<file path="src/sac_regs.svh">
// constants of the smoke alarm mode control block
// assumes a 125 MHz pclk and a 10.5 ms oscillator
`ifndef SAC_REGS_SVH
`define SAC_REGS_SVH
// ****************
// register map
// ****************
`define SAC_CTRL_OFS 12'h000
`define SAC_STAT_OFS 12'h004
`define SAC_CTRL_RST 2'h1
`define SAC_CHIRP_EN_BIT 0
`define SAC_SW_TEST_BIT 1
// ****************
// timing, us
// ****************
`define SAC_PCLK_MHZ 125
`define SAC_HIGH_US 105
`define SAC_OSC_US 10505
`define SAC_PTT_US 252000
`define SAC_HALF_US 500000
`define SAC_LONG_US 1500000
`define SAC_PER_US 43000000
`define SAC_STBY_US 10000000
`define SAC_HUSH_US 600000000
`define SAC_DUMP_US 1000000
`endif

</file>
<file path="src/sac_pkg.sv">
// types of the smoke alarm mode control block
// assumes sac_regs.svh holds the numbers
package sac_pkg;
  typedef enum logic [2:0] {
    SAC_STANDBY,
    SAC_PTT,
    SAC_PTT_REL,
    SAC_HUSH,
    SAC_DIAG,
    SAC_VENDOR
  } sac_mode_e;
  typedef struct packed {
    logic degraded;
    logic low_batt;
    logic remote;
    logic local_alarm;
    logic test_alarm;
    sac_mode_e mode;
  } sac_status_s;
endpackage

</file>
<file path="src/sac_mode_ctrl.sv">
// mode and alarm sequencing of a photoelectric smoke alarm
// assumes analog comparators as levels, apb master on pclk
//
// Overview of operation
// - emitter pulse follows oscillator high phase
// - test fall restarts hush when hush enabled
// - hush lasts ten minutes, entered from test release
// - hush selects reduced smoke reference
// - push-to-test: high gain, pulse every 252ms
// - three hits: horn, line high, flash
// - failed test stays dark and silent
// - release: normal gain, three pulses, standby
// - diagnostic request held one cycle enters diag
// - diag hush picks gain and cap node
// - four hush rises with line low: vendor
// - diag feedback raises gain ten percent
// - diag follows driven oscillator levels
// - diag horn a shows smoke integrator
// - diag indicator shows low battery
// - diag pulses every cycle, strobe on
// - request released one cycle leaves diag
// - local beats remote, alarms mute chirps
// - alarm horn half second on and off
// - chamber test every 43s, chirp if degraded
// - battery check every 43s, chirp on flash
// - long horn off time 1500 ms
// - interconnect filtered by four-tick samples
// - local alarm ignores line, remote no flash
// - dump device one second after alarm
//
// Implementation choices: the APB interface to the registers and the placing of the registers.
`timescale 1ns/1ps
`include "sac_regs.svh"
module sac_mode_ctrl #(
  parameter int HUSH_TICKS = `SAC_HUSH_US / `SAC_OSC_US
) (
  input wire logic pclk,
  input wire logic presetn,
  input wire logic psel,
  input wire logic penable,
  input wire logic pwrite,
  input wire logic [11:0] paddr,
  input wire logic [31:0] pwdata,
  output logic [31:0] prdata,
  output logic pready,
  output logic pslverr,
  input wire logic oscillator_node,
  input wire logic test_in,
  input wire logic diag_req,
  input wire logic hush_in,
  input wire logic io_in,
  input wire logic feedback_in,
  input wire logic smoke_det,
  input wire logic low_batt_det,
  output logic io_out,
  output logic io_oe_n,
  output logic io_dump,
  output logic emitter,
  output logic strobe,
  output logic gain_high,
  output logic gain_boost,
  output logic ref_reduced,
  output logic high_gain_cap_node,
  output logic low_gain_cap_node,
  output logic piezo_drive_a,
  output logic piezo_drive_b,
  output logic led_out,
  output logic led_oe_n
);
  localparam int PTT_T = `SAC_PTT_US / `SAC_OSC_US;
  localparam int HALF_T = `SAC_HALF_US / `SAC_OSC_US;
  localparam int LONG_T = `SAC_LONG_US / `SAC_OSC_US;
  localparam int PER_T = `SAC_PER_US / `SAC_OSC_US;
  localparam int STBY_T = `SAC_STBY_US / `SAC_OSC_US;
  localparam int DUMP_T = `SAC_DUMP_US / `SAC_OSC_US;
  localparam int PAT_T = 3 * HALF_T + 2 * HALF_T + LONG_T;
  localparam int PIN_N = 8;

  // ****************
  // pin synchronisers
  // ****************
  logic [PIN_N-1:0] pin_raw, pin_m, pin_s;
  assign pin_raw = {low_batt_det, smoke_det, feedback_in, io_in,
                    hush_in, diag_req, test_in, oscillator_node};
  genvar gi;
  generate
    for (gi = 0; gi < PIN_N; gi++)
    begin : g_sync
      // two flops per pin
      always_ff @(posedge pclk or negedge presetn)
      begin
        if (!presetn)
        begin
          pin_m[gi] <= 1'b0;
          pin_s[gi] <= 1'b0;
        end
        else
        begin
          pin_m[gi] <= pin_raw[gi];
          pin_s[gi] <= pin_m[gi];
        end
      end
    end
  endgenerate
  logic osc_s, diag_s, hush_s, io_s, fb_s, smoke_s, lowbat_s;
  assign osc_s = pin_s[0];
  assign diag_s = pin_s[2];
  assign hush_s = pin_s[3];
  assign io_s = pin_s[4];
  assign fb_s = pin_s[5];
  assign smoke_s = pin_s[6];
  assign lowbat_s = pin_s[7];

  // ****************
  // apb slave
  // ****************
  logic [1:0] ctrl;
  sac_pkg::sac_status_s stat;
  logic acc, hit_c, hit_s;
  assign acc = psel && penable && !pready;
  assign hit_c = paddr == `SAC_CTRL_OFS;
  assign hit_s = paddr == `SAC_STAT_OFS;
  // one wait state, unmapped gives pslverr
  always_ff @(posedge pclk or negedge presetn)
  begin
    if (!presetn)
    begin
      ctrl <= `SAC_CTRL_RST;
      prdata <= 32'h0;
      pready <= 1'b0;
      pslverr <= 1'b0;
    end
    else
    begin
      pready <= acc;
      pslverr <= acc && !hit_c && !hit_s;
      prdata <= 32'h0;
      if (acc && pwrite && hit_c)
        ctrl <= pwdata[1:0];
      if (acc && !pwrite && hit_c)
        prdata <= {30'h0, ctrl};
      if (acc && !pwrite && hit_s)
        prdata <= {24'h0, stat};
    end
  end

  // ****************
  // oscillator ticks
  // ****************
  logic osc_d, test_d, hush_d;
  logic tick, fall, test_any, test_fall;
  assign tick = osc_s && !osc_d;
  assign fall = !osc_s && osc_d;
  assign test_any = pin_s[1] || ctrl[`SAC_SW_TEST_BIT];
  assign test_fall = test_d && !test_any;
  // edge history
  always_ff @(posedge pclk or negedge presetn)
  begin
    if (!presetn)
    begin
      osc_d <= 1'b0;
      test_d <= 1'b0;
      hush_d <= 1'b0;
    end
    else
    begin
      osc_d <= osc_s;
      test_d <= test_any;
      hush_d <= hush_s;
    end
  end

  // ****************
  // mode machine
  // ****************
  sac_pkg::sac_mode_e mode;
  logic diag_like, diag_hold, hush_pend, ptt_alarm;
  logic [1:0] rel_n, ptt_hits, vend_n;
  logic [15:0] hush_cnt;
  logic pulse_act;
  assign diag_like = mode == sac_pkg::SAC_DIAG || mode == sac_pkg::SAC_VENDOR;
  // mode transitions
  always_ff @(posedge pclk or negedge presetn)
  begin
    if (!presetn)
    begin
      mode <= sac_pkg::SAC_STANDBY;
      diag_hold <= 1'b0;
      hush_pend <= 1'b0;
      hush_cnt <= 16'h0;
      rel_n <= 2'h0;
      vend_n <= 2'h0;
    end
    else
    begin
      if (tick)
        diag_hold <= diag_like ? !diag_s : diag_s;
      if (tick && diag_hold && !diag_like && diag_s)
        mode <= sac_pkg::SAC_DIAG;
      else if (tick && diag_hold && diag_like && !diag_s)
        mode <= sac_pkg::SAC_STANDBY;
      else
      begin
        case (mode)
          sac_pkg::SAC_STANDBY:
            if (tick && test_any)
              mode <= sac_pkg::SAC_PTT;
          sac_pkg::SAC_PTT:
          begin
            rel_n <= 2'h0;
            if (test_fall)
              hush_pend <= hush_s;
            if (tick && !test_any)
              mode <= sac_pkg::SAC_PTT_REL;
          end
          sac_pkg::SAC_PTT_REL:
          begin
            if (test_fall && hush_s)
              hush_pend <= 1'b1;
            if (fall && pulse_act)
              rel_n <= rel_n + 2'h1;
            if (rel_n == 2'h3)
            begin
              hush_cnt <= HUSH_TICKS[15:0];
              mode <= (hush_pend && hush_s) ? sac_pkg::SAC_HUSH
                                            : sac_pkg::SAC_STANDBY;
            end
          end
          sac_pkg::SAC_HUSH:
          begin
            if (test_fall && hush_s)
              hush_cnt <= HUSH_TICKS[15:0];
            else if (tick)
              hush_cnt <= hush_cnt - 16'h1;
            if (!hush_s)
              mode <= sac_pkg::SAC_STANDBY;
            else if (hush_cnt == 16'h0)
              mode <= sac_pkg::SAC_STANDBY;
          end
          sac_pkg::SAC_DIAG:
          begin
            if (io_s)
              vend_n <= 2'h0;
            else if (hush_s && !hush_d)
            begin
              vend_n <= vend_n + 2'h1;
              if (vend_n == 2'h3)
                mode <= sac_pkg::SAC_VENDOR;
            end
          end
          default:
            vend_n <= 2'h0;
        endcase
      end
    end
  end

  // ****************
  // emitter schedule
  // ****************
  logic [12:0] per_cnt, smp_cnt;
  logic [1:0] integ, nosmk, degr_n;
  logic local_alarm, chamb_act, degraded, low_flag;
  logic per_zero, per_half, fast, pulse_due;
  logic [12:0] smp_rel;
  assign per_zero = per_cnt == 13'h0;
  assign per_half = per_cnt == 13'(PER_T / 2);
  assign fast = mode == sac_pkg::SAC_PTT || mode == sac_pkg::SAC_PTT_REL || integ != 2'h0 || local_alarm;
  assign smp_rel = fast ? 13'(PTT_T - 1) : 13'(STBY_T - 1);
  assign pulse_due = tick && (diag_like || smp_cnt == 13'h0 || (mode != sac_pkg::SAC_PTT && per_half));
  // pulse timing and smoke evaluation
  always_ff @(posedge pclk or negedge presetn)
  begin
    if (!presetn)
    begin
      per_cnt <= 13'h0;
      smp_cnt <= 13'h0;
      pulse_act <= 1'b0;
      chamb_act <= 1'b0;
      integ <= 2'h0;
      nosmk <= 2'h0;
      local_alarm <= 1'b0;
      ptt_hits <= 2'h0;
      ptt_alarm <= 1'b0;
      degr_n <= 2'h0;
      degraded <= 1'b0;
      low_flag <= 1'b0;
    end
    else
    begin
      if (tick)
      begin
        per_cnt <= (per_cnt == 13'(PER_T - 1)) ? 13'h0 : per_cnt + 13'h1;
        smp_cnt <= (smp_cnt == 13'h0 || smp_cnt > smp_rel) ? smp_rel : smp_cnt - 13'h1;
        if (diag_like)
          pulse_act <= 1'b1;
        else if (smp_cnt == 13'h0)
          pulse_act <= 1'b1;
        if (!diag_like && mode != sac_pkg::SAC_PTT && per_half)
        begin
          pulse_act <= 1'b1;
          chamb_act <= 1'b1;
        end
        if (per_zero && !diag_like)
          low_flag <= lowbat_s;
      end
      if (fall && pulse_act)
      begin
        pulse_act <= 1'b0;
        chamb_act <= 1'b0;
        if (chamb_act)
        begin
          degr_n <= smoke_s ? 2'h0 : (degr_n == 2'h2 ? 2'h2 : degr_n + 2'h1);
          degraded <= !smoke_s && degr_n != 2'h0;
        end
        else if (mode == sac_pkg::SAC_PTT)
        begin
          ptt_hits <= smoke_s ? (ptt_hits == 2'h3 ? 2'h3 : ptt_hits + 2'h1) : 2'h0;
          if (smoke_s && ptt_hits == 2'h2)
            ptt_alarm <= 1'b1;
        end
        else if (mode != sac_pkg::SAC_PTT_REL)
        begin
          integ <= smoke_s ? (integ == 2'h3 ? 2'h3 : integ + 2'h1) : 2'h0;
          nosmk <= smoke_s ? 2'h0 : (nosmk == 2'h3 ? 2'h3 : nosmk + 2'h1);
          if (smoke_s && integ == 2'h2)
            local_alarm <= 1'b1;
          if (!smoke_s && nosmk == 2'h2)
            local_alarm <= 1'b0;
        end
      end
      if (mode == sac_pkg::SAC_STANDBY || diag_like)
      begin
        ptt_hits <= 2'h0;
        ptt_alarm <= 1'b0;
      end
    end
  end

  // ****************
  // interconnect filter
  // ****************
  logic [1:0] io_ph, io_hits;
  logic io_arm, remote;
  // four-tick sampling, any low clears
  always_ff @(posedge pclk or negedge presetn)
  begin
    if (!presetn)
    begin
      io_ph <= 2'h0;
      io_hits <= 2'h0;
      io_arm <= 1'b0;
      remote <= 1'b0;
    end
    else if (local_alarm || ptt_alarm || diag_like || !io_s)
    begin
      io_hits <= 2'h0;
      io_arm <= 1'b0;
      remote <= 1'b0;
      if (tick)
        io_ph <= io_ph + 2'h1;
    end
    else if (tick)
    begin
      io_ph <= io_ph + 2'h1;
      if (io_ph == 2'h0 && io_hits != 2'h3)
        io_hits <= io_hits + 2'h1;
      if (io_hits == 2'h3)
        io_arm <= 1'b1;
      if (io_arm)
        remote <= 1'b1;
    end
  end

  // ****************
  // horn, flash, chirp
  // ****************
  logic [8:0] pat_cnt;
  logic [9:0] fl_cnt;
  logic [6:0] dump_cnt;
  logic alarm_any, horn_on, chirp, io_drive, io_drive_d;
  logic [9:0] fl_per;
  assign alarm_any = !diag_like && (local_alarm || ptt_alarm || remote);
  assign horn_on = pat_cnt < 9'(HALF_T) || (pat_cnt >= 9'(2 * HALF_T) && pat_cnt < 9'(3 * HALF_T))
                 || (pat_cnt >= 9'(4 * HALF_T) && pat_cnt < 9'(5 * HALF_T));
  assign chirp = !alarm_any && !diag_like && ctrl[`SAC_CHIRP_EN_BIT]
               && ((per_zero && low_flag) || (per_half && degraded));
  assign io_drive = !diag_like && (local_alarm || ptt_alarm);
  assign fl_per = (mode == sac_pkg::SAC_HUSH && !alarm_any) ? 10'(STBY_T) : 10'(HALF_T);
  // pattern, flash and dump counters
  always_ff @(posedge pclk or negedge presetn)
  begin
    if (!presetn)
    begin
      pat_cnt <= 9'h0;
      fl_cnt <= 10'h0;
      dump_cnt <= 7'h0;
      io_drive_d <= 1'b0;
    end
    else
    begin
      io_drive_d <= io_drive;
      if (!alarm_any)
        pat_cnt <= 9'h0;
      else if (tick)
        pat_cnt <= (pat_cnt == 9'(PAT_T - 1)) ? 9'h0 : pat_cnt + 9'h1;
      if (tick)
        fl_cnt <= (fl_cnt >= fl_per - 10'h1) ? 10'h0 : fl_cnt + 10'h1;
      if (io_drive_d && !io_drive)
        dump_cnt <= 7'(DUMP_T);
      else if (io_drive || diag_like)
        dump_cnt <= 7'h0;
      else if (tick && dump_cnt != 7'h0)
        dump_cnt <= dump_cnt - 7'h1;
    end
  end

  // ****************
  // output flops
  // ****************
  logic led_on, ptt_mode;
  assign ptt_mode = mode == sac_pkg::SAC_PTT || mode == sac_pkg::SAC_PTT_REL;
  always_comb
  begin
    led_on = 1'b0;
    if (diag_like)
      led_on = lowbat_s;
    else if (local_alarm || ptt_alarm)
      led_on = fl_cnt == 10'h0;
    else if (remote || ptt_mode)
      led_on = 1'b0;
    else if (mode == sac_pkg::SAC_HUSH)
      led_on = fl_cnt == 10'h0;
    else
      led_on = per_zero;
  end
  // pin drive, the emitter rides the high phase
  always_ff @(posedge pclk or negedge presetn)
  begin
    if (!presetn)
    begin
      emitter <= 1'b0;
      strobe <= 1'b0;
      gain_high <= 1'b0;
      gain_boost <= 1'b0;
      ref_reduced <= 1'b0;
      high_gain_cap_node <= 1'b0;
      low_gain_cap_node <= 1'b0;
      piezo_drive_a <= 1'b0;
      piezo_drive_b <= 1'b0;
      led_out <= 1'b0;
      led_oe_n <= 1'b1;
      io_out <= 1'b0;
      io_oe_n <= 1'b1;
      io_dump <= 1'b0;
      stat <= '0;
    end
    else
    begin
      emitter <= (pulse_act || pulse_due) && osc_s;
      strobe <= diag_like || ((pulse_act || pulse_due) && osc_s);
      gain_high <= diag_like ? (io_s && hush_s) : (mode == sac_pkg::SAC_PTT || chamb_act);
      gain_boost <= diag_like ? (io_s && !hush_s && fb_s) : local_alarm;
      ref_reduced <= mode == sac_pkg::SAC_HUSH;
      high_gain_cap_node <= diag_like && io_s && !hush_s && pulse_act;
      low_gain_cap_node <= diag_like && io_s && hush_s && pulse_act;
      piezo_drive_a <= diag_like ? local_alarm : ((alarm_any && horn_on) || (chirp && osc_s));
      piezo_drive_b <= !diag_like && ((alarm_any && horn_on) || (chirp && osc_s));
      led_out <= 1'b0;
      led_oe_n <= !led_on;
      io_out <= io_drive;
      io_oe_n <= !io_drive;
      io_dump <= dump_cnt != 7'h0;
      stat <= '{degraded: degraded, low_batt: low_flag, remote: remote,
                local_alarm: local_alarm, test_alarm: ptt_alarm, mode: mode};
    end
  end
endmodule

</file>
<file path="config.mk">
export PLATFORM = sky130hd
export DESIGN_NAME = sac_mode_ctrl
export DESIGN_NICKNAME = d
export VERILOG_FILES = /design/src/sac_pkg.sv /design/src/sac_mode_ctrl.sv
export VERILOG_INCLUDE_DIRS = /design/src
export SDC_FILE = /design/constraint.sdc
export NUM_CORES = 1
export LEC_CHECK = 0
export BUFFER_PORTS_ARGS = -buffer_cell sky130_fd_sc_hd__buf_2
export CAP_MARGIN = 10
export CORE_ASPECT_RATIO = 0.7
export CORE_MARGIN = 2
export CORE_UTILIZATION = 23
export DETAILED_ROUTE_END_ITERATION = 8
export GPL_ROUTABILITY_DRIVEN = 0
export GPL_TIMING_DRIVEN = 0
export MAX_ROUTING_LAYER = met4
export PLACE_DENSITY_LB_ADDON = 0.1
export SYNTH_ARGS = -nofsm -noshare
export SYNTH_HDL_FRONTEND = slang
export SYNTH_SLANG_ARGS = --single-unit
</file>
<file path="constraint.sdc">
create_clock -name pclk -period 4.27 [get_ports pclk]
set_input_delay 0.6405 -clock pclk [delete_from_list [all_inputs] [get_ports pclk]]
set_output_delay 0.6405 -clock pclk [all_outputs]
set_load 0.01 [all_outputs]
</file>
==> results of run 1 <==
==> synthesized netlist by cell type (all sizes together) (13+ instances only) <==
master,number,area (um^2)
a21oi,33,165
buf,27,195
clkbuf,26,97.6
dfrtp,146,3650
ha,29,363
inv,33,124
nand2,76,288
nand2b,13,81.3
nand3,21,105
nor2,74,278
nor3,30,150
o21ai,56,284
o31ai,13,97.6
xnor2,17,149
==> where the power goes <==
part | internal [uW] | switching (uW)
logic | 571 | 853
registers | 1710 | 314
clock network | 993 | 613
==> cell usage in the layout (no fill, tap or decap), types with 4 or more instances in the layout <==
master / synthesis / routed
a21oi_1: 33 / 33
nand2_1: 75 / 75
nor2_1: 74 / 74
clkbuf_1: 26 / 28
bufinv_16: 0 / 4
or4_1: 4 / 4
and2_1: 11 / 11
nor4_1: 10 / 10
nand3b_1: 7 / 7
nor3_1: 30 / 30
o22ai_1: 4 / 4
o21ai_0: 54 / 54
ha_1: 29 / 29
buf_4: 25 / 25
o21a_1: 6 / 6
nand4_1: 9 / 9
dfrtp_1: 146 / 146
inv_1: 33 / 33
mux2i_1: 4 / 4
nor2b_1: 11 / 11
clkbuf_16: 0 / 17
a21o_1: 6 / 6
nor3b_1: 7 / 7
xor2_1: 12 / 12
or2_2: 6 / 6
a31oi_1: 11 / 11
buf_2: 0 / 48
or3_1: 11 / 11
conb_1: 1 / 25
nand3_1: 21 / 21
and3_1: 10 / 10
xnor2_1: 17 / 17
nand2b_1: 13 / 13
o31ai_1: 13 / 13
==> logic make-up (layout without fill, tap and decap cells) <==
logic type	after synthesis	count (layout)	share of synthesized area (%)
XOR/XNOR	29	29	3.38
other	1	25	0.0500
AO/OA/AOI/OAI	164	164	14.3
adder cells (fa/ha/maj)	29	29	4.84
buffers and inverters	86	168	5.55
multiplexers	8	8	1.18
AND/OR/NAND/NOR	311	311	20.9
flip-flops	149	149	49.7
==> cell type report <==
cell class	count	area [um^2]
multi-input combinational	566	3440
buffer	53	293
sequential	149	3730
clock inverter	12	179
fill	3431	23200
clock buffer	20	447
inverter	33	124
tap	427	534
timing repair buffer	50	283
==> through the flow <==
step / instance area [um^2] / util (%) / power (uW) / std cells / TNS, ps
after detailed placement: 8410 / 26.1 / 3480 / 1278 / 0
after global routing: 9040 / 28.1 / 5440 / 1310 / 0
final: 9040 / 28.1 / 5060 / 1310 / 0
after floorplan: 7590 / - / 3000 / 801 / 0
after global placement: 8370 / 26.0 / 3500 / 1277 / -3200
after CTS: 9040 / 28.1 / 5140 / 1310 / 0
==> worst max-delay path by stage <==
stage,slack [ps],cells past startpoint,from,end
2_1_floorplan,1280,11,mode[1],smp_cnt[7]
3_3_place_gp,-40,1,presetn,pat_cnt[3]
3_5_place_dp,530,11,mode[1],smp_cnt[7]
4_1_cts,510,11,mode[1],smp_cnt[7]
5_1_grt,190,11,mode[0],smp_cnt[7]
6_report,450,11,mode[1],smp_cnt[7]
==> metal layers <==
metal / vias up / global-route usage [%] / share of wire [%]
met5: - / - / 0
met4: 0 / 3.93 / 1.2
met3: 17 / 2.93 / 4.2
met2: 91 / 15.4 / 38
met1: 2731 / 19.8 / 57
li1: 2872 / - / -
==> state kept, by name (all words and copies together) (netlist names), 3 cells and up <==
name / count
mode: 3
pat_cnt: 9
pin_m: 8
hush_cnt: 16
smp_cnt: 13
stat: 8
prdata: 8
dump_cnt: 7
per_cnt: 13
fl_cnt: 10
==> critical path: stages (launching register included) <==
cell	delay, ps
dfrtp_1	470
nand2b_1	300
a21oi_1	160
or4_1	630
ha_1	390
nand4_1	120
or3_1	370
a32oi_2	410
or2_0	160
clkbuf_1	350
a21oi_1	80
a211o_1	250
==> flow_metrics.py, run 1 <==
metrics = {
    "yosys": {
        "yosys_warnings": 0,
        "synth-edff-count": 0,
        "ys_async_sr_fraction_pct": 100,
        "syn-mean-instance-area_um2": 9.66,
        "yosysSeqAreaShare_pct": 49.7,
        "synthFlopType": "dfrtp_1",
        "synth.distinct_cells": 70,
        "yosys_register_bits": 149,
        "netlist_area_um2": 7500,
        "synth_cells": 777,
    },
    "die": {
        "die_height_um": 155,
        "ios": 105,
        "dieArea_um2": 34100,
        "initial_core_util_pct": 23.3,
        "core_area_um2": 32200,
        "rows": 55,
        "die_w_um": 220,
    },
    "routing": {
        "drt_iter0_drc": 320,
        "via_per_inst": 4.36,
        "wl_per_cell_um": 14.9,
        "route.detailed.drc": 0,
        "ant_nets": 0,
        "vias": 5711,
        "firstDrtPassIters": 5,
        "wl_um": 19600,
    },
    "setup_path": {
        "reg2reg_depth": 11,
        "reg2reg_to": "smp_cnt[7]",
        "crit_fanout": 8,
        "crit_type": "reg -> reg",
        "crit_path_start_kind": "flip-flop",
        "r2r_slack_ps": 450,
        "r2r_start": "mode[1]",
        "crit_required_ps": 4590,
        "end_kind": "flip-flop",
        "crit_arrival_ps": 4140,
    },
    "clock_network": {
        "root_buffer": "clkbuf_16",
        "cts_made_buffers": 17,
        "clk_transition_reported_paths_ps": 60,
        "cts_resized": 0,
        "cts_post_setup_buffers_inserted": 0,
        "htreeDepth": 4,
        "clock_path_buffers": 2,
        "tritoncts": "done",
        "clock_latency_ps": 440,
        "hold_buffers": 0,
        "clock-sinks": 149,
    },
    "sta": {
        "setup_slack_ps": 451,
        "post-route-period-util_pct": 89.4,
        "timing.final.crit_period_ps": 3820,
        "grt_setup_unrepaired": "no",
        "slew_viol_final": 0,
        "finalSetupViolCount": 0,
        "relSlewSlack_pct": 28.9,
        "hold_violations": 0,
        "skew_ps": 11.1,
        "holdWs_ps": 93.4,
        "worst_slew_pin_slew_ps": 1050,
        "max_freq_ghz": 0.262,
    },
    "layout": {
        "nets": 956,
        "drive_above_1_share_pct": 14.3,
        "antennaDiodeCount": 0,
        "syn2layout_area_growth_pct": 20.4,
    },
    "global_route": {
        "grt_max_degree": 109,
        "grt_pass1_wl_um": 31800,
        "grt_pass1_vias": 5434,
        "grtUsageTotal_pct": 12.6,
        "grt_overflow_total": 0,
        "antenna_found_initial": 0,
    },
    "power": {
        "ir_drop_v": 0.000247,
        "p_leak_uw": 0.00394,
        "power_density_nw_per_um2": 559,
    },
    "outcome": {
        "status": "completed",
    },
    "worst_hold_path": {
        "hold_class": "in -> async",
    },
    "placed_design": {
        "port-buffer-count": 49,
        "hpwlAfterDp_um": 13900,
        "dpl_worst_slack_ps": 532,
    },
    "flow_run": {
        "maxCapViolations": 0,
    },
}
(Power assumes the default switching activity.)
==> run 2, diff against run 1 <==
Settings changed: CORE_ASPECT_RATIO 0.7 to 1.75.
==> run 2 against run 1 <==
  * Register-to-register slack better by 70 ps
  * First-iteration DRC count down 23%
  * Setup slack better by 71 ps
  * Non-clock buffer count unchanged
  * Sequential cell count unchanged
  * Clock skew down 3.7 ps
==> flow_metrics.py, run 2 (synthesis results as in run 1) <==
metrics = {
    "outcome": {
        "status": "completed",
    },
    "routing": {
        "wl_per_cell_um": 16.0,
        "vias": 5813,
        "wl_um": 20500,
        "firstDrtPassIters": 4,
        "drt_iter0_drc": 246,
        "route.detailed.drc": 0,
        "via_per_inst": 4.53,
        "ant_nets": 0,
    },
    "global_route": {
        "grt_pass1_vias": 5848,
        "grt_use_met3_pct": 2.84,
        "grtUsageMet1_pct": 13.4,
        "grtUsageTotal_pct": 12.8,
        "grt_pass1_wl_um": 32500,
        "grtUsageMet2_pct": 22.9,
        "antenna_found_initial": 0,
        "grt_overflow_total": 0,
        "grt_max_degree": 92,
        "top_usage_layer": "met2",
    },
    "power": {
        "ir_drop_v": 0.000285,
        "fin_total_pwr_uw": 4960,
        "power_density_nw_per_um2": 554,
        "p_leak_uw": 0.00393,
    },
    "flow_run": {
        "maxCapViolations": 0,
    },
    "layout": {
        "reg_top3": "hush_cnt x16, per_cnt x13, smp_cnt x13",
        "layout.cells.most_common": "dfrtp_1",
        "syn2layout_area_growth_pct": 19.4,
        "final_cell_mix": "dfrtp_1, nand2_1, nor2_1",
        "nets": 956,
        "ff_latch_area_um2": 3730,
        "instances_no_fill": 1283,
        "n_fill_cell": 3386,
        "post-route-util_pct": 27.8,
        "drive_above_1_share_pct": 14.0,
        "multi_input_area_um2": 3440,
        "antennaDiodeCount": 0,
        "largest_register": "hush_cnt",
        "largest_reg_flops": 16,
    },
    "clock_network": {
        "htreeDepth": 4,
        "clk_transition_reported_paths_ps": 60,
        "cts_made_buffers": 17,
        "clock_path_buffers": 2,
        "cts_resized": 0,
        "root_buffer": "clkbuf_16",
        "clock-sinks": 149,
        "cts_post_setup_buffers_inserted": 0,
        "tritoncts": "done",
        "clock_latency_ps": 440,
        "hold_buffers": 0,
    },
    "die": {
        "die_w_um": 141,
        "core_area_um2": 32200,
        "dieArea_um2": 34100,
        "rows": 87,
        "initial_core_util_pct": 23.3,
        "ios": 105,
        "die_height_um": 243,
    },
    "placed_design": {
        "port-buffer-count": 49,
        "dpl_worst_slack_ps": 495,
        "place_inst": 1251,
        "hpwlAfterDp_um": 15000,
    },
    "setup_path": {
        "r2r_slack_ps": 520,
        "reg2reg_depth": 10,
        "crit_arrival_ps": 4070,
        "crit_fanout": 8,
        "crit_required_ps": 4590,
        "crit_path_start_kind": "flip-flop",
        "end_kind": "flip-flop",
        "r2r_start": "mode[1]",
        "reg2reg_to": "smp_cnt[8]",
        "crit_type": "reg -> reg",
    },
    "sta": {
        "max_freq_ghz": 0.267,
        "worst_slew_pin_slew_ps": 1010,
        "holdWs_ps": 141,
        "finalSetupViolCount": 0,
        "setup_slack_ps": 522,
        "hold_violations": 0,
        "slew_viol_final": 0,
        "post-route-period-util_pct": 87.8,
        "grt_setup_unrepaired": "no",
        "skew_ps": 7.43,
        "relSlewSlack_pct": 31.6,
        "timing.final.crit_period_ps": 3750,
    },
    "worst_hold_path": {
        "hold_class": "in -> async",
    },
}
[run 2: final cells by class]
cell class	count	area share, %
sequential	149	41.7
multi-input combinational	566	38.5
tap	400	5.59
clock buffer	24	5.38
buffer	53	3.27
timing repair buffer	50	3.16
inverter	33	1.38
clock inverter	8	1.10
[run 2: through the flow]
step,setup TNS [ps],cell area (um^2)
2_1_floorplan,0,7590
3_3_place_gp,-151,8340
3_5_place_dp,0,8380
4_1_cts,0,8960
5_1_grt,0,8960
6_report,0,8960
[run 2: layer usage]
metal / up-vias / routed length (um) / share of wire, %
met5: - / 0 / 0
met4: 0 / 677 / 3.3
met1: 2776 / 8120 / 40
met3: 38 / 732 / 3.6
li1: 2862 / - / -
met2: 137 / 11000 / 54
[run 2: critical path, stage by stage, from the launching register on]
cell      delay [ps]
dfrtp_1          470
nand2b_1         270
a21oi_1          150
or4_1            640
ha_1             390
nand4_1          120
or3_1            380
a32oi_2          410
nor2_1           240
or3_1            430
o311ai_0         130
[run 2: power breakdown]
| group | switching, uW | internal [uW] |
|---|---|---|
| combinational | 856 | 572 |
| clock | 609 | 904 |
| sequential | 309 | 1710 |
| total | 1770 | 3190 |
[run 2: how the worst max path moves through the flow]
| stage | to | start |
|---|---|---|
| finish | smp_cnt[8] | mode[1] |
| global route | smp_cnt[8] | mode[1] |
| CTS | smp_cnt[8] | mode[1] |
| detailed placement | smp_cnt[8] | mode[1] |
| global placement | nosmk[1] | presetn |
| floorplan | smp_cnt[7] | mode[1] |
==> run 3, diff against run 2 <==
Settings changed: CORE_MARGIN 2 to 4.
Clock period 4.27 ns to 3.1 ns, I/O delays scaled along.
==> run 3 against run 2 <==
  * Clock power is 62% higher
  * Critical path type unchanged
  * Critical endpoint is now smp_cnt[2]
  * Register-to-register slack worse by 470 ps
  * Via count increased by 0.95%
  * Combinational power is 62% higher
  * Global-route usage fell by 0.083 points
  * Final cell count increased by 0.94%
  * Clock skew is 2.3 ps higher
  * Worst hold slack got worse by 17 ps
  * Highest routed layer unchanged
  * Wire length up 2.1%
  * Maximum frequency up 23%
  * Sequential share of layout area shrank 1.6 points
  * Setup slack worse by 470 ps
==> flow_metrics.py, run 3 (synthesis results as in run 1) <==
metrics = {
    "worst_hold_path": {
        "min_from": "smoke_det",
        "hold_end": "pin_m[6]",
        "holdPathStages": 1,
        "hold_class": "in -> reg",
    },
    "clock_network": {
        "clock-sinks": 149,
        "clock_path_buffers": 2,
        "clk_transition_reported_paths_ps": 60,
        "clock_latency_ps": 440,
        "tritoncts": "done",
        "htreeDepth": 4,
        "cts_made_buffers": 17,
        "root_buffer": "clkbuf_16",
    },
    "layout": {
        "largest_register": "hush_cnt",
        "reg_top3": "hush_cnt x16, per_cnt x13, smp_cnt x13",
        "layout.cells.most_common": "dfrtp_1",
        "drive_above_1_share_pct": 17.4,
        "syn2layout_area_growth_pct": 24.2,
        "nets": 968,
        "final_area_um2": 9320,
        "instances_no_fill": 1295,
        "antennaDiodeCount": 0,
        "largest_reg_flops": 16,
        "final_cell_mix": "dfrtp_1, nand2_1, nor2_1",
    },
    "placed_design": {
        "port-buffer-count": 49,
        "place_inst": 1251,
        "dpl_worst_slack_ps": -678,
        "hpwlAfterDp_um": 15100,
        "dpl_cell_area_um2": 8380,
    },
    "die": {
        "die_w_um": 145,
        "ios": 105,
        "die_height_um": 247,
        "rows": 87,
        "dieArea_um2": 35700,
        "core_area_um2": 32200,
        "initial_core_util_pct": 23.3,
    },
    "setup_path": {
        "reg2reg_depth": 10,
        "crit_fanout": 10,
        "r2r_slack_ps": 50,
        "r2r_start": "local_alarm",
        "crit_required_ps": 3430,
        "reg2reg_to": "smp_cnt[2]",
        "end_kind": "flip-flop",
        "crit_type": "reg -> reg",
        "crit_path_start_kind": "flip-flop",
        "crit_arrival_ps": 3380,
    },
    "routing": {
        "via_per_inst": 4.53,
        "firstDrtPassIters": 4,
        "ant_nets": 0,
        "wl_per_cell_um": 16.2,
        "wl_um": 20900,
        "vias": 5868,
        "drt_iter0_drc": 290,
        "route.detailed.drc": 0,
    },
    "global_route": {
        "grtUsageTotal_pct": 12.7,
        "grt_pass1_vias": 5989,
        "grt_overflow_total": 0,
        "antenna_found_initial": 0,
        "grt_max_degree": 112,
        "grt_pass1_wl_um": 33900,
    },
    "power": {
        "power_density_nw_per_um2": 811,
        "ir_drop_v": 0.000382,
        "p_leak_uw": 0.00407,
    },
    "sta": {
        "relSlewSlack_pct": 45.8,
        "worst_slew_pin_slew_ps": 805,
        "slew_viol_final": 0,
        "post-route-period-util_pct": 98.3,
        "timing.final.crit_period_ps": 3050,
        "finalSetupViolCount": 0,
        "setup_slack_ps": 53.7,
        "holdWs_ps": 124,
        "max_freq_ghz": 0.328,
        "hold_violations": 0,
        "fin_setup_tns_ps": 0,
        "grt_setup_unrepaired": "yes",
        "skew_ps": 9.78,
    },
    "outcome": {
        "status": "completed",
    },
    "flow_run": {
        "maxCapViolations": 0,
    },
}
## run 3: cell types whose count changed in the layout (fill, tap and decap cells not counted), moves of 3 or more
cell / change
buf_4: +11
bufinv_16: +4
clkbuf_1: -4
ha_1: -4
ha_4: +4
clkbuf_8: +3
dfrtp_1: -3
dfrtp_2: +3
## run 3: repair_timing
action / 4_1_cts / 5_1_grt
hold buffers: 1 / 0
buffers inserted: 10 / 2
hold endpoints to repair: 37 / 0
setup endpoints to repair: 22 / 18
pin swaps: 12 / 3
gates resized for setup: 28 / 2
## run 3: layer usage
layer	wire (um)	GRT usage, %	share of wire [%]
met5	0	-	0
met3	791	2.77	3.8
met4	436	4.45	2.1
met1	8250	13.6	39
met2	11500	22.9	55
## run 3: cell type report
class,instances,area (um^2)
sequential,149,3740
clock inverter,8,193
fill,3384,22900
multi-input combinational,566,3580
clock buffer,24,502
inverter,33,124
tap,400,500
timing repair buffer,63,387
buffer,52,299
## run 3: worst max-delay path, cell delays in order, from the launching register on
cell and delay, ps:
dfrtp_2 500, or4_4 690, ha_4 320, nand4b_1 130, o31ai_2 320, a32oi_4 110
or2_0 260, clkbuf_8 160, buf_6 110, o21a_1 150, o22a_1 180
## run 3: stage by stage
step,util [%],power [uW]
after floorplan,-,4130
after global placement,25.9,4810
after detailed placement,26.0,4810
after CTS,28.8,7660
after global routing,28.9,8100
final,28.9,7560
## run 3: how the worst max path moves through the flow
stage / startpoint / to / slack (ps) / depth (start not counted)
final: local_alarm / smp_cnt[2] / 50 / 10
after global routing: mode[1] / smp_cnt[2] / -40 / 12
after CTS: mode[1] / smp_cnt[5] / -4 / 10
after detailed placement: mode[1] / smp_cnt[8] / -680 / 10
after global placement: presetn / prdata[4] / -1000 / 1
after floorplan: mode[1] / smp_cnt[7] / 110 / 11
## run 3: report_power, final
part | internal [uW] | switching (uW)
clock | 1620 | 835
combinational | 1030 | 1290
sequential | 2360 | 432
